$ cat src/ext_bus_pkg.sv
// constants and types for the external memory bus pin block
package ext_bus_pkg;
    // clock and machine cycle
    localparam int         CLK_MHZ   = 100;
    localparam int         MC_OSC    = 12;
    localparam int         RST_MC    = 2;
    localparam int         RST_CYC   = RST_MC * MC_OSC;
    localparam int         RST_CW    = 5;
    localparam logic [4:0] RST_LAST  = 5'(RST_CYC - 1);
    localparam logic [3:0] PH_LAST   = 4'(MC_OSC - 1);
    // phase windows inside one machine cycle
    localparam logic [3:0] PH_ALE1_LO = 4'h0;
    localparam logic [3:0] PH_ALE1_HI = 4'h1;
    localparam logic [3:0] PH_ALE2_LO = 4'h6;
    localparam logic [3:0] PH_ALE2_HI = 4'h7;
    localparam logic [3:0] PH_AD1_HI  = 4'h2;
    localparam logic [3:0] PH_AD2_HI  = 4'h8;
    localparam logic [3:0] PH_PS1_LO  = 4'h3;
    localparam logic [3:0] PH_PS1_HI  = 4'h5;
    localparam logic [3:0] PH_PS2_LO  = 4'h9;
    localparam logic [3:0] PH_PS2_HI  = 4'hB;
    localparam logic [3:0] PH_STB_LO  = 4'h3;
    localparam logic [3:0] PH_STB_HI  = 4'hA;
    // register indices, byte address is four times the index
    localparam logic [9:0] IDX_LOW    = 10'h080;
    localparam logic [9:0] IDX_DPL    = 10'h082;
    localparam logic [9:0] IDX_DPH    = 10'h083;
    localparam logic [9:0] IDX_ALEC   = 10'h08E;
    localparam logic [9:0] IDX_GEN    = 10'h090;
    localparam logic [9:0] IDX_HIGH   = 10'h0A0;
    localparam logic [9:0] IDX_AUX    = 10'h0B0;
    localparam logic [9:0] IDX_IND    = 10'h100;
    localparam logic [9:0] IDX_CMD    = 10'h101;
    localparam logic [9:0] IDX_WDAT   = 10'h102;
    localparam logic [9:0] IDX_RDAT   = 10'h103;
    localparam logic [9:0] IDX_STAT   = 10'h104;
    localparam logic [9:0] IDX_PIN0   = 10'h105;
    localparam logic [9:0] IDX_PIN1   = 10'h106;
    localparam logic [9:0] IDX_PIN2   = 10'h107;
    localparam logic [9:0] IDX_PIN3   = 10'h108;
    localparam logic [9:0] IDX_FETCH  = 10'h109;
    // reset values and fields
    localparam logic [7:0] PORT_RST   = 8'hFF;
    localparam logic [7:0] ZERO_RST   = 8'h00;
    localparam logic [34:0] PIN_IDLE  = 35'h3FFFFFFFF;
    localparam int         ALE_DIS_B  = 0;
    localparam int         CMD_WIDE_DATA_POINTER_B = 2;
    localparam int         CMD_GO_B   = 7;
    localparam int         AUX_WR_B   = 6;
    localparam int         AUX_RD_B   = 7;
    localparam logic [1:0] RESP_OKAY  = 2'h0;
    localparam logic [1:0] RESP_SLV   = 2'h2;

    typedef enum logic [1:0] {ACC_RD, ACC_WR, ACC_CODE} acc_kind_t;
    typedef enum logic [1:0] {SEQ_IDLE, SEQ_PEND, SEQ_ACC} seq_t;
    typedef struct packed {
        acc_kind_t kind;
        logic      use_wide_data_pointer;
    } acc_cmd_t;
    typedef struct packed {
        logic [7:0] out;
        logic [7:0] oe_n;
    } port_drv_t;
endpackage : ext_bus_pkg

$ cat src/ext_bus_pins.sv
// external memory bus pin control with register access over axi4-lite
// Notes on behaviour
// (RULE_01) reset pin high two machine cycles resets
// (RULE_02) latch strobe runs at one sixth clock
// (RULE_03) one latch strobe dropped per data access
// (RULE_04) disable bit limits strobe to access cycles
// (RULE_05) external execution overrides the disable bit
// (RULE_06) low port multiplexes address then data
// (RULE_07) bus mode drives ones, else open drain
// (RULE_08) high port drives high address byte strongly
// (RULE_09) eight-bit indirect access shows high latch
// (RULE_10) program strobe twice per machine cycle externally
// (RULE_11) data access drops two program strobes
// (RULE_12) fetch select low means external code
// (RULE_13) locked part latches fetch select at reset
// (RULE_14) aux bits six, seven are write, read
// (RULE_15) latch one releases pin to pullup
// (RULE_16) machine cycle equals twelve clock periods
// (RULE_17) external latch captures on strobe falling edge
// (RULE_18) strobes active low, idle high; the address latch strobe here pulses high and idles low
`timescale 1ns/100ps
`default_nettype none
module ext_bus_pins (
    input  wire logic                   aclk,
    input  wire logic                   aresetn,
    input  wire logic [11:0]            awaddr,
    input  wire logic                   awvalid,
    output var  logic                   awready,
    input  wire logic [31:0]            wdata,
    input  wire logic [3:0]             wstrb,
    input  wire logic                   wvalid,
    output var  logic                   wready,
    output var  logic [1:0]             bresp,
    output var  logic                   bvalid,
    input  wire logic                   bready,
    input  wire logic [11:0]            araddr,
    input  wire logic                   arvalid,
    output var  logic                   arready,
    output var  logic [31:0]            rdata,
    output var  logic [1:0]             rresp,
    output var  logic                   rvalid,
    input  wire logic                   rready,
    input  wire logic                   reset_pin,
    input  wire logic                   external_fetch_select_n,
    input  wire logic                   lock_bit1_programmed,
    input  wire logic [7:0]             low_port_in,
    input  wire logic [7:0]             general_port_in,
    input  wire logic [7:0]             high_port_in,
    input  wire logic [7:0]             aux_port_in,
    output var  ext_bus_pkg::port_drv_t low_port_drv,
    output var  ext_bus_pkg::port_drv_t general_port_drv,
    output var  ext_bus_pkg::port_drv_t high_port_drv,
    output var  ext_bus_pkg::port_drv_t aux_port_drv,
    output var  logic                   address_latch_strobe,
    output var  logic                   ale_weak_pullup,
    output var  logic                   program_read_strobe_n
);
    function automatic logic inr(input logic [3:0] p, input logic [3:0] lo, input logic [3:0] hi);
        inr = (p >= lo) && (p <= hi);
    endfunction : inr

    // pin synchronisers: three stages, change taken when stages two and three agree
    logic [34:0] s1_r, s2_r, s3_r, filt_r;
    always_ff @(posedge aclk) begin
        if (!aresetn) begin
            {s1_r, s2_r, s3_r, filt_r} <= {4{ext_bus_pkg::PIN_IDLE}};
        end else begin
            s1_r   <= {lock_bit1_programmed, external_fetch_select_n, reset_pin,
                       aux_port_in, high_port_in, general_port_in, low_port_in};
            s2_r   <= s1_r;
            s3_r   <= s2_r;
            filt_r <= (~(s2_r ^ s3_r) & s3_r) | ((s2_r ^ s3_r) & filt_r);
        end
    end
    logic [7:0] low_f, gen_f, high_f, aux_f;
    logic       rst_f, ea_n_f, lock_f;
    assign {lock_f, ea_n_f, rst_f, aux_f, high_f, gen_f, low_f} = filt_r;

    // reset pin must stay high a full two machine cycles; glitches restart the count
    logic [4:0] rst_cnt_r;
    logic       hold_r;
    always_ff @(posedge aclk) begin
        if (!aresetn) begin
            rst_cnt_r <= '0;
            hold_r    <= 1'b1;
        end else if (!rst_f) begin
            rst_cnt_r <= '0;
            hold_r    <= 1'b0;
        end else if (rst_cnt_r == ext_bus_pkg::RST_LAST) begin
            hold_r    <= 1'b1; // see RULE_01 see RULE_16
        end else begin
            rst_cnt_r <= rst_cnt_r + 5'h01;
        end
    end
    logic dev_rst;
    assign dev_rst = !aresetn || hold_r;

    // fetch select strap: latched during reset when the lock bit is set
    logic ea_lat_r, ext_r;
    always_ff @(posedge aclk) begin
        if (!aresetn) begin
            ea_lat_r <= 1'b1;
            ext_r    <= 1'b0;
        end else begin
            if (hold_r)
                ea_lat_r <= ea_n_f; // see RULE_13
            ext_r <= lock_f ? !ea_lat_r : !ea_n_f; // see RULE_12
        end
    end

    // write channel: address and data taken in either order
    logic [11:0] aw_a_r;
    logic [7:0]  wd_r;
    logic        ws0_r, aw_full_r, w_full_r, aw_fire, w_fire, wr_fire;
    logic        aw_full_nxt, w_full_nxt;
    assign aw_fire     = awvalid && awready;
    assign w_fire      = wvalid && wready;
    assign wr_fire     = aw_full_r && w_full_r && !bvalid;
    assign aw_full_nxt = (aw_full_r || aw_fire) && !wr_fire;
    assign w_full_nxt  = (w_full_r || w_fire) && !wr_fire;
    logic [9:0] wi;
    assign wi = aw_a_r[11:2];
    always_ff @(posedge aclk) begin
        if (!aresetn) begin
            aw_full_r <= 1'b0;
            w_full_r  <= 1'b0;
            awready   <= 1'b0;
            wready    <= 1'b0;
            bvalid    <= 1'b0;
            bresp     <= ext_bus_pkg::RESP_OKAY;
            aw_a_r    <= '0;
            wd_r      <= '0;
            ws0_r     <= 1'b0;
        end else begin
            aw_full_r <= aw_full_nxt;
            w_full_r  <= w_full_nxt;
            awready   <= !aw_full_nxt;
            wready    <= !w_full_nxt;
            if (aw_fire)
                aw_a_r <= awaddr;
            if (w_fire) begin
                wd_r  <= wdata[7:0];
                ws0_r <= wstrb[0];
            end
            if (wr_fire) begin
                bvalid <= 1'b1;
                bresp  <= reg_hit(wi) ? ext_bus_pkg::RESP_OKAY : ext_bus_pkg::RESP_SLV;
            end else if (bready) begin
                bvalid <= 1'b0;
            end
        end
    end
    function automatic logic reg_hit(input logic [9:0] i);
        reg_hit = (i == ext_bus_pkg::IDX_LOW) || (i == ext_bus_pkg::IDX_DPL) ||
                  (i == ext_bus_pkg::IDX_DPH) || (i == ext_bus_pkg::IDX_ALEC) ||
                  (i == ext_bus_pkg::IDX_GEN) || (i == ext_bus_pkg::IDX_HIGH) ||
                  (i == ext_bus_pkg::IDX_AUX) ||
                  ((i >= ext_bus_pkg::IDX_IND) && (i <= ext_bus_pkg::IDX_FETCH));
    endfunction : reg_hit

    // software registers and access sequencer state
    logic [7:0] low_l_r, dpl_r, dph_r, gen_l_r, high_l_r, aux_l_r, ind_r, wdat_r, rdat_r, fetch_r;
    logic       ale_dis_r, done_r, we;
    logic [15:0] pc_r;
    logic [3:0]  ph_r;
    ext_bus_pkg::seq_t     seq_r;
    ext_bus_pkg::acc_cmd_t cmd_r;
    logic go_wr, acc, acc_end;
    assign we      = wr_fire && ws0_r;
    assign go_wr   = we && (wi == ext_bus_pkg::IDX_CMD) && wd_r[ext_bus_pkg::CMD_GO_B] &&
                     (wd_r[1:0] != 2'h3) && (seq_r == ext_bus_pkg::SEQ_IDLE);
    assign acc     = (seq_r == ext_bus_pkg::SEQ_ACC);
    assign acc_end = acc && (ph_r == ext_bus_pkg::PH_LAST);
    always_ff @(posedge aclk) begin
        if (dev_rst) begin
            low_l_r   <= ext_bus_pkg::PORT_RST;
            gen_l_r   <= ext_bus_pkg::PORT_RST;
            high_l_r  <= ext_bus_pkg::PORT_RST;
            aux_l_r   <= ext_bus_pkg::PORT_RST;
            dpl_r     <= ext_bus_pkg::ZERO_RST;
            dph_r     <= ext_bus_pkg::ZERO_RST;
            ind_r     <= ext_bus_pkg::ZERO_RST;
            wdat_r    <= ext_bus_pkg::ZERO_RST;
            ale_dis_r <= 1'b0;
        end else if (we) begin
            case (wi)
                ext_bus_pkg::IDX_LOW:  low_l_r   <= wd_r;
                ext_bus_pkg::IDX_DPL:  dpl_r     <= wd_r;
                ext_bus_pkg::IDX_DPH:  dph_r     <= wd_r;
                ext_bus_pkg::IDX_ALEC: ale_dis_r <= wd_r[ext_bus_pkg::ALE_DIS_B];
                ext_bus_pkg::IDX_GEN:  gen_l_r   <= wd_r;
                ext_bus_pkg::IDX_HIGH: high_l_r  <= wd_r;
                ext_bus_pkg::IDX_AUX:  aux_l_r   <= wd_r;
                ext_bus_pkg::IDX_IND:  ind_r     <= wd_r;
                ext_bus_pkg::IDX_WDAT: wdat_r    <= wd_r;
                default: ;
            endcase
        end
    end

    // machine cycle phase and one-cycle external access sequencing
    always_ff @(posedge aclk) begin
        if (dev_rst) begin
            ph_r   <= '0;
            seq_r  <= ext_bus_pkg::SEQ_IDLE;
            cmd_r  <= '{kind: ext_bus_pkg::ACC_RD, use_wide_data_pointer: 1'b0};
            done_r <= 1'b0;
        end else begin
            ph_r <= (ph_r == ext_bus_pkg::PH_LAST) ? 4'h0 : ph_r + 4'h1; // see RULE_16
            case (seq_r)
                ext_bus_pkg::SEQ_IDLE: if (go_wr) begin
                    seq_r <= ext_bus_pkg::SEQ_PEND;
                    cmd_r <= '{kind: ext_bus_pkg::acc_kind_t'(wd_r[1:0]),
                               use_wide_data_pointer: wd_r[ext_bus_pkg::CMD_WIDE_DATA_POINTER_B]};
                end
                ext_bus_pkg::SEQ_PEND: if (ph_r == ext_bus_pkg::PH_LAST)
                    seq_r <= ext_bus_pkg::SEQ_ACC;
                ext_bus_pkg::SEQ_ACC: if (acc_end)
                    seq_r <= ext_bus_pkg::SEQ_IDLE;
                default: seq_r <= ext_bus_pkg::SEQ_IDLE;
            endcase
            // completion flag: setting beats a clearing command write
            if (acc_end)
                done_r <= 1'b1;
            else if (go_wr)
                done_r <= 1'b0;
        end
    end

    // fetch counter and captured bytes; capture at the last low phase of each strobe
    always_ff @(posedge aclk) begin
        if (dev_rst) begin
            pc_r    <= '0;
            fetch_r <= ext_bus_pkg::ZERO_RST;
            rdat_r  <= ext_bus_pkg::ZERO_RST;
        end else if (acc) begin
            if (cmd_r.kind == ext_bus_pkg::ACC_CODE && ph_r == ext_bus_pkg::PH_PS1_HI)
                rdat_r <= low_f;
            else if (cmd_r.kind == ext_bus_pkg::ACC_RD && ph_r == ext_bus_pkg::PH_STB_HI)
                rdat_r <= low_f;
        end else if (ext_r && (ph_r == ext_bus_pkg::PH_PS1_HI || ph_r == ext_bus_pkg::PH_PS2_HI)) begin
            fetch_r <= low_f;
            pc_r    <= pc_r + 16'h0001;
        end
    end

    // read channel: answer in the cycle after the address is taken
    logic [7:0] rbyte;
    logic [9:0] ri;
    assign ri = araddr[11:2];
    always_comb begin
        case (ri)
            ext_bus_pkg::IDX_LOW:   rbyte = low_l_r;
            ext_bus_pkg::IDX_DPL:   rbyte = dpl_r;
            ext_bus_pkg::IDX_DPH:   rbyte = dph_r;
            ext_bus_pkg::IDX_ALEC:  rbyte = {7'h00, ale_dis_r};
            ext_bus_pkg::IDX_GEN:   rbyte = gen_l_r;
            ext_bus_pkg::IDX_HIGH:  rbyte = high_l_r;
            ext_bus_pkg::IDX_AUX:   rbyte = aux_l_r;
            ext_bus_pkg::IDX_IND:   rbyte = ind_r;
            ext_bus_pkg::IDX_CMD:   rbyte = {5'h00, cmd_r.use_wide_data_pointer, cmd_r.kind};
            ext_bus_pkg::IDX_WDAT:  rbyte = wdat_r;
            ext_bus_pkg::IDX_RDAT:  rbyte = rdat_r;
            ext_bus_pkg::IDX_STAT:  rbyte = {4'h0, hold_r, ext_r, done_r, seq_r != ext_bus_pkg::SEQ_IDLE};
            ext_bus_pkg::IDX_PIN0:  rbyte = low_f;
            ext_bus_pkg::IDX_PIN1:  rbyte = gen_f;
            ext_bus_pkg::IDX_PIN2:  rbyte = high_f;
            ext_bus_pkg::IDX_PIN3:  rbyte = aux_f;
            ext_bus_pkg::IDX_FETCH: rbyte = fetch_r;
            default:                rbyte = 8'h00;
        endcase
    end
    logic ar_fire, rvalid_nxt;
    assign ar_fire    = arvalid && arready;
    assign rvalid_nxt = (rvalid && !rready) || ar_fire;
    always_ff @(posedge aclk) begin
        if (!aresetn) begin
            arready <= 1'b0;
            rvalid  <= 1'b0;
            rdata   <= '0;
            rresp   <= ext_bus_pkg::RESP_OKAY;
        end else begin
            arready <= !rvalid_nxt;
            rvalid  <= rvalid_nxt;
            if (ar_fire) begin
                rdata <= {24'h000000, rbyte};
                rresp <= reg_hit(ri) ? ext_bus_pkg::RESP_OKAY : ext_bus_pkg::RESP_SLV;
            end
        end
    end

    // pin drive decode from phase; all pins registered one cycle later
    logic [15:0] ad;
    logic        ale_n, ale_off, program_read_strobe_lo, stb_lo, ad_ph, hi_strong;
    ext_bus_pkg::port_drv_t lo_nxt, hi_nxt, aux_nxt;
    always_comb begin
        ad        = pc_r;
        ale_n     = inr(ph_r, ext_bus_pkg::PH_ALE1_LO, ext_bus_pkg::PH_ALE1_HI) ||
                    inr(ph_r, ext_bus_pkg::PH_ALE2_LO, ext_bus_pkg::PH_ALE2_HI); // see RULE_02
        ale_off   = ale_dis_r && !ext_r && !acc; // see RULE_04 see RULE_05
        program_read_strobe_lo   = ext_r && (inr(ph_r, ext_bus_pkg::PH_PS1_LO, ext_bus_pkg::PH_PS1_HI) ||
                    inr(ph_r, ext_bus_pkg::PH_PS2_LO, ext_bus_pkg::PH_PS2_HI)); // see RULE_10
        ad_ph     = ext_r && (inr(ph_r, ext_bus_pkg::PH_ALE1_LO, ext_bus_pkg::PH_AD1_HI) ||
                    inr(ph_r, ext_bus_pkg::PH_ALE2_LO, ext_bus_pkg::PH_AD2_HI));
        stb_lo    = 1'b0;
        hi_strong = ext_r; // see RULE_08
        // ordinary port: zeros driven, ones released to the pullup
        lo_nxt    = '{out: low_l_r, oe_n: low_l_r}; // see RULE_15
        if (acc) begin
            ale_n   = inr(ph_r, ext_bus_pkg::PH_ALE1_LO, ext_bus_pkg::PH_ALE1_HI) ||
                      (cmd_r.kind == ext_bus_pkg::ACC_CODE &&
                       inr(ph_r, ext_bus_pkg::PH_ALE2_LO, ext_bus_pkg::PH_ALE2_HI)); // see RULE_03
            program_read_strobe_lo = cmd_r.kind == ext_bus_pkg::ACC_CODE &&
                      inr(ph_r, ext_bus_pkg::PH_PS1_LO, ext_bus_pkg::PH_PS1_HI); // see RULE_11
            stb_lo  = cmd_r.kind != ext_bus_pkg::ACC_CODE &&
                      inr(ph_r, ext_bus_pkg::PH_STB_LO, ext_bus_pkg::PH_STB_HI);
            ad_ph   = ph_r <= ext_bus_pkg::PH_AD1_HI;
            hi_strong = cmd_r.use_wide_data_pointer || cmd_r.kind == ext_bus_pkg::ACC_CODE; // see RULE_09
            ad      = hi_strong ? {dph_r, dpl_r} : {high_l_r, ind_r};
            if (!ad_ph)
                lo_nxt = (cmd_r.kind == ext_bus_pkg::ACC_WR) ? '{out: wdat_r, oe_n: 8'h00}
                                                             : '{out: 8'hFF, oe_n: 8'hFF}; // see RULE_06
        end else if (ext_r && !ad_ph) begin
            lo_nxt = '{out: 8'hFF, oe_n: 8'hFF};
        end
        if (ad_ph)
            lo_nxt = '{out: ad[7:0], oe_n: 8'h00}; // see RULE_06 see RULE_07
        hi_nxt  = hi_strong ? '{out: ad[15:8], oe_n: 8'h00} : '{out: high_l_r, oe_n: high_l_r};
        aux_nxt = '{out: aux_l_r, oe_n: aux_l_r};
        if (stb_lo && cmd_r.kind == ext_bus_pkg::ACC_WR) begin
            aux_nxt.out[ext_bus_pkg::AUX_WR_B]  = 1'b0; // see RULE_14
            aux_nxt.oe_n[ext_bus_pkg::AUX_WR_B] = 1'b0;
        end
        if (stb_lo && cmd_r.kind == ext_bus_pkg::ACC_RD) begin
            aux_nxt.out[ext_bus_pkg::AUX_RD_B]  = 1'b0; // see RULE_14
            aux_nxt.oe_n[ext_bus_pkg::AUX_RD_B] = 1'b0;
        end
    end

    // output flops; during device reset pins float and strobes idle
    always_ff @(posedge aclk) begin
        if (dev_rst) begin
            low_port_drv          <= '{out: 8'hFF, oe_n: 8'hFF};
            general_port_drv      <= '{out: 8'hFF, oe_n: 8'hFF};
            high_port_drv         <= '{out: 8'hFF, oe_n: 8'hFF};
            aux_port_drv          <= '{out: 8'hFF, oe_n: 8'hFF};
            address_latch_strobe  <= 1'b0;
            ale_weak_pullup       <= 1'b0;
            program_read_strobe_n <= 1'b1;
        end else begin
            low_port_drv          <= lo_nxt;
            general_port_drv      <= '{out: gen_l_r, oe_n: gen_l_r};
            high_port_drv         <= hi_nxt;
            aux_port_drv          <= aux_nxt;
            address_latch_strobe  <= ale_off || ale_n;
            ale_weak_pullup       <= ale_off;
            program_read_strobe_n <= !program_read_strobe_lo; // see RULE_18
        end
    end

    property p_rst_len;
        @(posedge aclk) disable iff (!aresetn)
        $rose(hold_r) |-> $past(rst_cnt_r) == ext_bus_pkg::RST_LAST && $past(rst_f);
    endproperty
    a_rst_len: assert property (p_rst_len) else $error("reset taken too early"); // see RULE_01
    property p_ale_rate;
        @(posedge aclk) disable iff (dev_rst)
        (ph_r == 4'h3 && !acc && !ale_off && seq_r != ext_bus_pkg::SEQ_PEND) |->
            (!address_latch_strobe || ale_weak_pullup)[*4] ##1 address_latch_strobe[*2];
    endproperty
    a_ale_rate: assert property (p_ale_rate) else $error("latch strobe not at one sixth rate"); // see RULE_02
    property p_ale_skip;
        @(posedge aclk) disable iff (dev_rst)
        (acc && cmd_r.kind != ext_bus_pkg::ACC_CODE && ph_r == 4'h8) |-> !address_latch_strobe && $past(!address_latch_strobe);
    endproperty
    a_ale_skip: assert property (p_ale_skip) else $error("latch strobe not dropped"); // see RULE_03
    property p_ale_off;
        @(posedge aclk) disable iff (dev_rst)
        (ale_dis_r && !ext_r && $past(ale_off) && !$past(acc)) |-> address_latch_strobe && ale_weak_pullup;
    endproperty
    a_ale_off: assert property (p_ale_off) else $error("disabled latch strobe not weak high"); // see RULE_04
    property p_program_read_strobe_two;
        @(posedge aclk) disable iff (dev_rst)
        (ext_r && !acc && ph_r == ext_bus_pkg::PH_PS1_LO) |=> !program_read_strobe_n[*3] ##1 program_read_strobe_n[*3] ##1 !program_read_strobe_n;
    endproperty
    a_program_read_strobe_two: assert property (p_program_read_strobe_two) else $error("program strobe not twice per cycle"); // see RULE_10
    property p_program_read_strobe_skip;
        @(posedge aclk) disable iff (dev_rst)
        (acc && cmd_r.kind != ext_bus_pkg::ACC_CODE && (ph_r == 4'h4 || ph_r == 4'hA)) |-> program_read_strobe_n;
    endproperty
    a_program_read_strobe_skip: assert property (p_program_read_strobe_skip) else $error("program strobe during data access"); // see RULE_11
    property p_rd_stb;
        @(posedge aclk) disable iff (dev_rst)
        (acc && cmd_r.kind == ext_bus_pkg::ACC_RD && ph_r == ext_bus_pkg::PH_STB_LO) |=> !aux_port_drv.out[7][*8];
    endproperty
    a_rd_stb: assert property (p_rd_stb) else $error("read strobe not low eight cycles"); // see RULE_14
    property p_bus_ones;
        @(posedge aclk) disable iff (dev_rst)
        (acc && ph_r == 4'h0) |=> low_port_drv.oe_n == 8'h00 && low_port_drv.out == $past(ad[7:0]);
    endproperty
    a_bus_ones: assert property (p_bus_ones) else $error("address byte not driven"); // see RULE_07
    property p_ea_hold;
        @(posedge aclk) disable iff (!aresetn)
        (!hold_r && $past(!hold_r)) |-> $stable(ea_lat_r);
    endproperty
    a_ea_hold: assert property (p_ea_hold) else $error("strap changed after reset"); // see RULE_13
endmodule : ext_bus_pins
`default_nettype wire

$ cat config.mk
export PLATFORM = sky130hd
export DESIGN_NAME = ext_bus_pins
export DESIGN_NICKNAME = d
export VERILOG_FILES = /design/src/ext_bus_pkg.sv /design/src/ext_bus_pins.sv
export SDC_FILE = /design/constraint.sdc
export NUM_CORES = 1
export LEC_CHECK = 0
export BUFFER_PORTS_ARGS = -buffer_cell sky130_fd_sc_hd__buf_2
export CAP_MARGIN = 20
export CORE_UTILIZATION = 35
export CTS_CLUSTER_DIAMETER = 50
export DETAILED_ROUTE_END_ITERATION = 16
export GPL_ROUTABILITY_DRIVEN = 0
export GPL_TIMING_DRIVEN = 0
export PLACE_DENSITY = 0.66
export REMOVE_ABC_BUFFERS = 1
export SYNTH_ARGS = -nofsm -noshare
export SYNTH_HDL_FRONTEND = slang
export SYNTH_SLANG_ARGS = --single-unit
$ cat constraint.sdc
create_clock -name aclk -period 2.95 [get_ports aclk]
set_input_delay 0.295 -clock aclk [delete_from_list [all_inputs] [get_ports aclk]]
set_output_delay 0.295 -clock aclk [all_outputs]
set_load 0.02 [all_outputs]
### After elaboration in Yosys (flattened, before gate mapping)

Index checks and enable logic that the tools add are counted.

* register bits after elaboration: 346
* bits in latches: 0
* RAM bits: 0
* bits in read-only memories: 0
* bits of input ports: 102
* output and inout port bits: 108
* logic and storage cells: 238
* memories: 0

* add/subtract/negate cells: 3
* multiply operators: 0
* div/mod/pow operators: 0
* order comparisons: 15
* eq/ne operators: 41
* shift operators: 0
* muxes and demuxes: 31
* bitwise logic cells: 6
* reduce and logical (&&, ||, !) cells: 95

Operator list (number)
* 10-bit by 8-bit equality test with 1-bit output (second input constant): 14
* 8-bit one-hot mux with 17 select lines: 1
* 10-bit by 9-bit equality test with 1-bit output (second input constant): 13
* 16-bit 2-to-1 mux: 8
* 35-bit bitwise AND: 2
* 1-bit logical AND: 36
* 35-bit inverter: 1
* 35-bit bitwise OR: 1
* 35-bit XOR: 1
* 2-bit AND reduction: 13
* 1-bit logical OR: 25
* 10-bit by 9-bit >= comparator with 1-bit output (second input constant): 2
* 10-bit by 9-bit less-or-equal comparator with 1-bit output (second input constant): 2
* 16-bit by 1-bit adder with 16-bit output (second input constant): 1
* 8-bit 2-to-1 mux: 2
* 1-bit 2-to-1 mux: 14
* 1-bit logical NOT: 13
* 4-bit less-or-equal comparator (second input constant): 3
* 2-bit 2-to-1 mux: 5
* 4-bit equality test (second input constant): 2
* 4-bit by 3-bit less-or-equal comparator with 1-bit output (second input constant): 2
* 2-bit != test (second input constant): 4
* 2-bit nonzero test: 4
* 2-bit one-hot mux with 3 select lines: 1
* 17 further kinds: 21

### Longest topological paths before layout

Gate-level depths: netlist of run 1.

* depth after elaboration: 9
* depth in mapped cells: 9
* gate-level depth less buffers: 7

### Worst setup path before layout of run 1

No wires, ideal clock.

* kind: flip-flop to flip-flop
* from: register ph_r[0]
* to: register low_port_drv[13] in the netlist's numbering
* library setup time: 122 ps
* arrival time: 1860 ps
* required time: 2828 ps
* path slack: 968 ps
* stages on the path, launching flop included: 9
* clock period less this slack: 1982 ps
* path through: dfxtp_1 -> clkbuf_1 -> inv_1 -> ha_1 -> inv_1 -> a221oi_1 -> o21ai_1 -> or2_2 -> a221o_1

* cells in the longest elaborated chain, start to end: 9

RTL lines
* start, declared: line ext_bus_pins.sv:165 `logic [3:0] ph_r;`
* start signal, assigned: line ext_bus_pins.sv:209 `ph_r <= (ph_r == ext_bus_pkg::PH_LAST) ? 4'h0 : ph_r + 4'h1;`
* 4-bit by 1-bit >= comparator with 1-bit output (tied with other cells): line ext_bus_pins.sv:59 `inr = (p >= lo) && (p <= hi);`
* 1-bit logical AND: line ext_bus_pins.sv:59
* 1-bit logical OR: line ext_bus_pins.sv:303 `ad_ph = ext_r && (inr(ph_r, ext_bus_pkg::PH_ALE1_LO, ext_bus_pkg::PH_AD1_HI) ||`
* 1-bit logical AND: line ext_bus_pins.sv:303
* 1-bit logical NOT: line ext_bus_pins.sv:323 `end else if (ext_r && !ad_ph) begin`
* 1-bit logical AND: line ext_bus_pins.sv:323
* 16-bit 2-to-1 mux: line ext_bus_pins.sv:323
* 16-bit 2-to-1 mux: line ext_bus_pins.sv:309 `if (acc) begin`
* 16-bit 2-to-1 mux *: line ext_bus_pins.sv:326 `if (ad_ph)`
* end signal, assigned: line ext_bus_pins.sv:343 `low_port_drv <= '{out: 8'hFF, oe_n: 8'hFF};`
* end signal, assigned: line ext_bus_pins.sv:351 `low_port_drv <= lo_nxt;`
* end, declared: line ext_bus_pins.sv:50 `output var ext_bus_pkg::port_drv_t low_port_drv,`

Mark *: on every way between the ends. The rest lies on a longest branch, timed or not.
A chain may end at the register's enable or synchronous reset.

### Final worst setup path of run 1

* from: input port araddr[2]
* to: register rdata[5]

* cells in the longest elaborated chain, start to end: 2

RTL lines
* start, declared: line ext_bus_pins.sv:36 `input wire logic [11:0] araddr,`
* 10-bit by 9-bit equality test with 1-bit output or 10-bit by 8-bit equality test with 1-bit output (tied branches): line ext_bus_pins.sv:252 `case (ri)`
* 8-bit one-hot mux with 17 select lines *: line ext_bus_pins.sv:252
* end signal, assigned: line ext_bus_pins.sv:286 `rdata <= {24'h000000, rbyte};`
* end, declared: line ext_bus_pins.sv:39 `output var logic [31:0] rdata,`

Marked as above.

==> flow_metrics.tcl, run 1 <==
set metrics [dict create \
    hold_violations 0 \
    yosysSeqAreaShare 0.515 \
    synthArstFlopShare 0 \
    path_buf_inv 1 \
    cap_violations 0 \
    postCtsHoldBufs 44 \
    multi_input_area_sq_mm 0.00583 \
    synth-edff-count 0 \
    route.met3.wl_um 2530 \
    insertedDiodeCount 0 \
    highest_layer "met5" \
    finalSetupViolCount 0 \
    post-route-period-util 0.888 \
    rows 71 \
    fillerInstances 3661 \
    ant_nets 0 \
    synthTopCellsByArea "dfxtp_1 51%, mux2i_1 5.7%, nand2b_1 5.5%" \
    cpMaxStageDelayCell "nor2_1" \
    fin_ws_ns 0.331 \
    cts_setup_buffers 0 \
    drive_gt1_frac 0.173 \
    hold_ws_ns 0.0155 \
    yosysTopAreaCell "dfxtp_1" \
    clock_path_buffers 3 \
    power_leakage_nw 6.21 \
    wl_per_cell_um 16.3 \
    pre_cts_ws_ns -0.0949 \
    dr_total_vias 10400 \
    finalClockSkew_ns 0.0152 \
    run_status "finished, final reports clean" \
    yosys_warnings 0 \
    start_util 0.354 \
    startpoint_type "primary input" \
    worst_setup_path_end_kind "flip-flop" \
    core_sq_mm 0.0376 \
    cts_resized 0 \
    place_area_sq_mm 0.0142 \
    cp.required_ns 3.40 \
    drt-met1-wl_um 15100 \
    syn_area_sq_mm 0.0133 \
    post-dp-hpwl_um 24000 \
    path_cells "buf_2 > nor2_1 > a21oi_1 > o32ai_1 > o2111ai_1 > a32oi_1" \
    synthCells 1408 \
    path_delay_family "compound AO/OA/AOI/OAI gates" \
    io_buffers 152 \
    ys.flop_type "dfxtp_1" \
    grt_pass1_vias 9362 \
    fin_area_sq_mm 0.0161 \
    fin_crit_ns 2.62 \
    antenna_found_initial 3 \
    synth.top_cell.area_share 0.515 \
    cts_max_level 2 \
    crit_type "primary input to flip-flop" \
    drtPass1Iterations 6 \
    dp.cells 1973 \
    gr-total-overflow 0 \
    slowest_delay_ns 0.78 \
    cts_tree "built" \
    avgSynthCellArea_sq_um 9.45 \
    die_width_um 197 \
    fmax_ghz 0.382 \
    nNetsFinal 1655 \
    synthTopCellsByCount "342 x dfxtp_1, 178 x nor2_1, 117 x nand2b_1" \
    grt_pass1_wl_um 52400 \
    vias_per_cell 4.98 \
    synth-seq-cells 342 \
    clk_pin_slew_ns 0.06 \
    dr_wl_met2_um 15500 \
    layout.area.seq_sq_mm 0.00685 \
    track_usage 0.173 \
    relSlewSlack 0.315 \
    grt_max_degree 134 \
    ios 210 \
    vdd_ir_drop_max_mv 0.342 \
    instances_no_fill 2091 \
    ys_types 68 \
    arrival_ns 3.07 \
    insertion_delay_ns 0.55 \
    synth_most_common_cell "dfxtp_1" \
    drv_slew 0 \
    die_y_um 197 \
    hp-class "primary input to flip-flop" \
    drt_iter0_markers 868 \
    pwr_density_cell_mw_per_mm2 642 \
    crit_fanout 30 \
    numCtsBuffers 40 \
    drc 0 \
    drt-total-wl_um 34100 \
    worstMarginPinSlew_ns 1.03 \
    root_buffer "clkbuf_16" \
    p_total_mw 10.3 \
    area_growth_pct 20.8 \
    rsz0062_at_grt "no" \
    clock-sinks 342 \
    die-area_sq_mm 0.0388 \
]
cell families (layout without fill, tap and decap cells):
logic type | after synthesis | in the layout | synth area share
fa+ha+maj | 5 | 5 | 0.00470
buf+inv | 144 | 291 | 0.0553
simple gates | 539 | 539 | 0.205
xor+xnor | 17 | 17 | 0.0112
mux | 94 | 94 | 0.0766
flops | 342 | 342 | 0.515
other cells | 1 | 26 | 0.000282
compound gates | 266 | 266 | 0.132
path summary, 6_finish.rpt:
| path | from | endpoint | depth (start not counted) | slack [ns] |
|---|---|---|---|---|
| max | araddr[2] | rdata[5]$_SDFFE_PN0P_ | 6 | 0.33 |
| min | awaddr[4] | aw_a_r[4]$_SDFFE_PN0P_ | 3 | 0.02 |
| max reg2reg | aw_a_r[11]$_SDFFE_PN0P_ | dpl_r[0]$_SDFFE_PP0P_ | 5 | 0.41 |
| min reg2reg | s1_r[12]$_SDFF_PN1_ | s2_r[12]$_SDFF_PN1_ | 1 | 0.41 |
placed cells by master, fill, tap and decap left out, types with 5 or more instances in the layout:
cell type,instances
nor2_1,178
inv_6,9
dlygate4sd3_1,44
a22o_1,10
clkbuf_16,41
inv_1,16
a21oi_1,70
nor4_1,8
mux2i_1,76
a21boi_0,22
xnor2_1,12
nor2b_1,15
and2_1,22
nand2_1,97
clkinv_2,8
bufinv_16,5
a21o_1,11
ha_1,5
nor3_1,22
a32oi_1,10
nand2b_1,116
a221o_1,17
a311oi_1,7
mux4_2,5
and3_1,10
a22oi_1,15
buf_2,151
conb_1,26
o21ai_0,61
or2_2,10
mux2_2,13
nand4_1,12
xor2_1,5
dfxtp_1,342
nand3_1,19
worst register-to-register path: stages (launching register included):
cell	delay, ns
dfxtp_1	0.33
nor4b_1	0.52
and4_1	0.56
nand3_1	0.62
mux2i_1	0.35
nor2_1	0.06
report_power, final:
group | internal, mW | leakage (nW) | total (mW) | switching [mW]
Combinational | 0.174 | 2.73 | 0.391 | 0.217
Sequential | 4.70 | 2.79 | 4.77 | 0.0638
Clock | 3.14 | 0.695 | 5.17 | 2.04
cell type report:
| cell class | instances | share of cell area |
|---|---|---|
| clock buffers | 46 | 0.0675 |
| flip-flops and latches | 342 | 0.426 |
| clock inverters | 28 | 0.0204 |
| well taps | 511 | 0.0398 |
| multi-input cells | 947 | 0.362 |
| repair buffers | 201 | 0.0804 |
| inverters | 16 | 0.00374 |
per-stage QoR:
stage | utilization | setup TNS, ns
6_report | 0.428 | 0
5_1_grt | 0.428 | 0
4_1_cts | 0.428 | 0
3_5_place_dp | 0.379 | -0.842
3_3_place_gp | 0.376 | -522.05
2_1_floorplan | - | -1.58
routing by layer:
layer	GRT usage	up-vias
met3	0.0352	74
li1	-	5070
met2	0.272	407
met1	0.233	4861
met5	0	-
met4	0.0675	4
Power figures use the tool's default switching activity.
==> run 2, diff against run 1 <==
==> constraint.sdc (replaced) <==
create_clock -name aclk -period 2.95 [get_ports aclk]
set_input_delay 0.1475 -clock aclk [delete_from_list [all_inputs] [get_ports aclk]]
set_output_delay 0.1475 -clock aclk [all_outputs]
set_load 0.02 [all_outputs]
==> flow_metrics.tcl, run 2 (synthesized netlist as in run 1, its figures left out) <==
set metrics [dict create \
    run_status "finished, final reports clean" \
    io_buffers 152 \
    dr_total_vias 10500 \
    hold_ws_ns 0.118 \
    startpoint_type "primary input" \
    fmax_ghz 0.363 \
    drtPass1Iterations 8 \
    drt_iter0_markers 855 \
    drv_slew 0 \
    power_leakage_nw 6.32 \
    path_cells "dlygate4sd3_1 > buf_6 > buf_16 > nand2b_4 > buf_16 > a31oi_1 > o21ai_1 > or2_2 > a221o_1" \
    track_usage 0.175 \
    ios 210 \
    cts_tree "built" \
    relSlewSlack 0.308 \
    nNetsFinal 1684 \
    ant_nets 0 \
    drt-total-wl_um 34800 \
    cp_common_cell "buf_16" \
    path_delay_family "buffers and inverters" \
    area_growth_pct 23.1 \
    insertedDiodeCount 0 \
    grt_pass1_vias 9490 \
    rows 71 \
    hold_violations 0 \
    cts_setup_buffers 0 \
    worst_setup_path_end_kind "flip-flop" \
    cp.required_ns 3.36 \
    gr-total-overflow 0 \
    clock_path_buffers 3 \
    cts_max_level 2 \
    clock-sinks 342 \
    core_sq_mm 0.0376 \
    numCtsBuffers 40 \
    layout_common_cells "342 x dfxtp_1, 178 x nor2_1, 151 x buf_2" \
    arrival_ns 3.17 \
    setup-tns-final_ns 0 \
    rsz0062_at_grt "no" \
    drc 0 \
    grt_pass1_wl_um 52900 \
    holdCritStartpoint "wvalid" \
    pwr_density_cell_mw_per_mm2 633 \
    die-area_sq_mm 0.0388 \
    p_total_mw 10.4 \
    place_area_sq_mm 0.0142 \
    fin_crit_ns 2.76 \
    fin_area_sq_mm 0.0164 \
    die_width_um 197 \
    start_util 0.354 \
    setup.worst_path.start "aresetn" \
    cpMaxStageDelayCell "dlygate4sd3_1" \
    post-route-period-util 0.935 \
    finalClockSkew_ns 0.0146 \
    cap_violations 0 \
    post-dp-hpwl_um 24000 \
    vias_per_cell 4.96 \
    hp-class "primary input to flip-flop" \
    pre_cts_ws_ns 0.0526 \
    crit_fanout 74 \
    slowest_delay_ns 0.54 \
    drive_gt1_frac 0.170 \
    insertion_delay_ns 0.55 \
    clk_pin_slew_ns 0.06 \
    root_buffer "clkbuf_16" \
    r2r_start "aw_a_r[11]$_SDFFE_PN0P_" \
    crit_type "primary input to flip-flop" \
    finalSetupViolCount 0 \
    vdd_ir_drop_max_mv 0.342 \
    grt_max_degree 134 \
    cts_resized 0 \
    antenna_found_initial 3 \
    fin_ws_ns 0.192 \
    wl_per_cell_um 16.4 \
    worstMarginPinSlew_ns 1.03 \
    layout_commonest_cell "dfxtp_1" \
    die_y_um 197 \
    path_buf_inv 4 \
]
-- run 2: layout make-up --
type	count	area (sq um)
fill	3625	21200
multi-input combinational	947	5830
tap	511	639
clock inverter	28	328
timing repair buffer	230	1600
inverter	16	60.1
sequential	342	6850
clock buffer	46	1080
-- run 2: through the flow --
| stage | std cells | util |
|---|---|---|
| after global placement | 1968 | 0.376 |
| after CTS | 2119 | 0.435 |
| final | 2120 | 0.436 |
| after global routing | 2120 | 0.436 |
| after floorplan | 1305 | - |
| after detailed placement | 1973 | 0.379 |
-- run 2: report_power, final --
| group | switching, mW | leakage [nW] | total, mW | internal (mW) |
|---|---|---|---|---|
| clock network | 2.04 | 0.695 | 5.17 | 3.14 |
| registers | 0.0638 | 2.79 | 4.77 | 4.70 |
| logic | 0.226 | 2.84 | 0.427 | 0.201 |
-- run 2: repair_timing --
item,4_1_cts,5_1_grt
setup endpoints to repair,0,10
hold buffers,72,0
hold endpoints to repair,86,0
-- run 2: worst paths after layout --
| path | endpoint | slack (ns) | cells past startpoint |
|---|---|---|---|
| setup / recovery | low_port_drv[10]$_SDFF_PP1_ | 0.19 | 9 |
| hold reg to reg | s2_r[8]$_SDFF_PN1_ | 0.41 | 1 |
| setup reg to reg | dpl_r[0]$_SDFFE_PP0P_ | 0.39 | 5 |
| hold / removal | ws0_r$_SDFFE_PN0P_ | 0.12 | 4 |
-- run 2: worst min-delay path, cell delays in order --
cell	delay [ns]
buf_2	0.09
nand2_1	0.19
nand2_1	0.12
a21boi_0	0.06
-- run 2: metal layers --
metal,track usage,up-vias,share of wire
li1,-,5133,-
met1,0.234,4932,0.44
met2,0.276,373,0.46
met3,0.0352,64,0.075
met4,0.0680,4,0.026
met5,0,-,0.00069
==> run 3, diff against run 2 <==
Settings changed: CTS_BUF_LIST set to sky130_fd_sc_hd__clkbuf_8, CTS_CLUSTER_SIZE set to 10.
==> flow_metrics.tcl, run 3 (synthesized netlist as in run 1, its figures left out) <==
set metrics [dict create \
    run_status "finished, final reports clean" \
    rows 71 \
    grt_util_met3 0.0394 \
    core_sq_mm 0.0376 \
    drt-total-wl_um 34700 \
    utilization 0.418 \
    startpoint_type "primary input" \
    drc 0 \
    hp-class "primary input to flip-flop" \
    grt_max_degree 134 \
    worstMarginPinSlew_ns 1.00 \
    arrival_ns 3.17 \
    fmax_ghz 0.371 \
    area_growth_pct 18.0 \
    io_buffers 152 \
    drive_gt1_frac 0.161 \
    start_util 0.354 \
    ant_nets 0 \
    post-route-period-util 0.913 \
    post-dp-hpwl_um 24000 \
    nNetsFinal 1689 \
    grt_pass1_wl_um 52600 \
    crit_type "primary input to flip-flop" \
    worst_setup_path_end_kind "flip-flop" \
    relSlewSlack 0.328 \
    insertion_delay_ns 0.60 \
    cp.required_ns 3.42 \
    pwr_density_cell_mw_per_mm2 532 \
    finalClockSkew_ns 0.0185 \
    layout_commonest_cell "dfxtp_1" \
    fin_crit_ns 2.69 \
    instances_no_fill 2105 \
    cts_max_level 2 \
    drtPass1Iterations 5 \
    vias_per_cell 4.97 \
    p_total_mw 8.35 \
    clk_pin_slew_ns 0.07 \
    ios 210 \
    drv_slew 0 \
    setup.worst_path.start "aresetn" \
    layout.area.seq_sq_mm 0.00685 \
    cap_violations 0 \
    vdd_ir_drop_max_mv 0.352 \
    hold_ws_ns 0.0549 \
    gr-usage-met1 0.231 \
    clock-sinks 342 \
    fin_ws_ns 0.255 \
    drt_iter0_markers 914 \
    die-area_sq_mm 0.0388 \
    clock_path_buffers 3 \
    multi_input_area_sq_mm 0.00583 \
    fillerInstances 3710 \
    layout_common_cells "342 x dfxtp_1, 178 x nor2_1, 151 x buf_2" \
    wl_per_cell_um 16.5 \
    track_usage 0.174 \
    cts_tree "built" \
    pre_cts_ws_ns 0.0526 \
    holdCritStartpoint "araddr[11]" \
    crit_fanout 74 \
    rsz0062_at_grt "no" \
    root_buffer "clkbuf_8" \
    met2_usage 0.274 \
    gr-total-overflow 0 \
    r2r_start "aw_a_r[11]$_SDFFE_PN0P_" \
    numCtsBuffers 44 \
    die_y_um 197 \
    top_usage_layer "met2" \
    dr_total_vias 10500 \
    finalSetupViolCount 0 \
    power_leakage_nw 6.01 \
    grt_pass1_vias 9380 \
    antenna_found_initial 3 \
    die_width_um 197 \
    insertedDiodeCount 0 \
    hold_violations 0 \
    dp.cells 1973 \
]
-- run 3: cell count changes in the layout (fill, tap and decap cells not counted), sizes merged --
cell         delta
bufinv          -5
clkinvlp        -1
clkinv          -7
inv             -4
dlygate4sd3     +1
clkbuf          +1
-- run 3: area by class of cell --
class	instances	share of cell area
Clock buffer	47	0.0412
Clock inverter	11	0.00486
Inverter	16	0.00382
Multi-Input combinational cell	947	0.371
Sequential cell	342	0.436
Tap cell	511	0.0407
Timing Repair Buffer	231	0.102
-- run 3: final timing paths --
path              depth (start not counted)  slack [ns]                          to
setup / recovery                          9        0.26  low_port_drv[8]$_SDFF_PP1_
hold / removal                            4        0.05       rdata[2]$_SDFFE_PN0P_
setup reg to reg                          5        0.42       dpl_r[0]$_SDFFE_PP0P_
hold reg to reg                           1        0.40         s2_r[32]$_SDFF_PN1_
-- run 3: report_power, final --
group	total [mW]	switching [mW]	internal (mW)
logic	0.427	0.225	0.202
clock network	3.16	1.70	1.46
registers	4.76	0.0635	4.70
total	8.35	1.99	6.36
-- run 3: worst max-delay path: stages --
cell and delay [ns]:
dlygate4sd3_1 0.54, buf_6 0.30, buf_16 0.28, nand2b_4 0.28, buf_16 0.30, a31oi_1 0.20, o21ai_1 0.23, or2_2 0.38
a221o_1 0.37
-- run 3: metal layers --
metal  part of all wire  wire length [um]  vias to the layer above
li1                   -                 -                     5109
met4              0.029              1000                        4
met1               0.43             15000                     4918
met2               0.46             15900                      363
met3              0.078              2690                       72
met5            0.00078                27                        -
-- run 3: repair_timing --
item | 4_1_cts | 5_1_grt
resized for setup | 0 | 0
setup endpoints to repair | 0 | 8
hold buffers | 73 | 0
buffers inserted | 0 | 0
hold endpoints to repair | 86 | 0
-- run 3: through the flow --
stage / setup TNS [ns] / area [sq um]
final: 0 / 15700
after global routing: 0 / 15700
after CTS: 0 / 15700
after detailed placement: 0 / 14200
after global placement: -496.95 / 14100
after floorplan: -1.58 / 12700
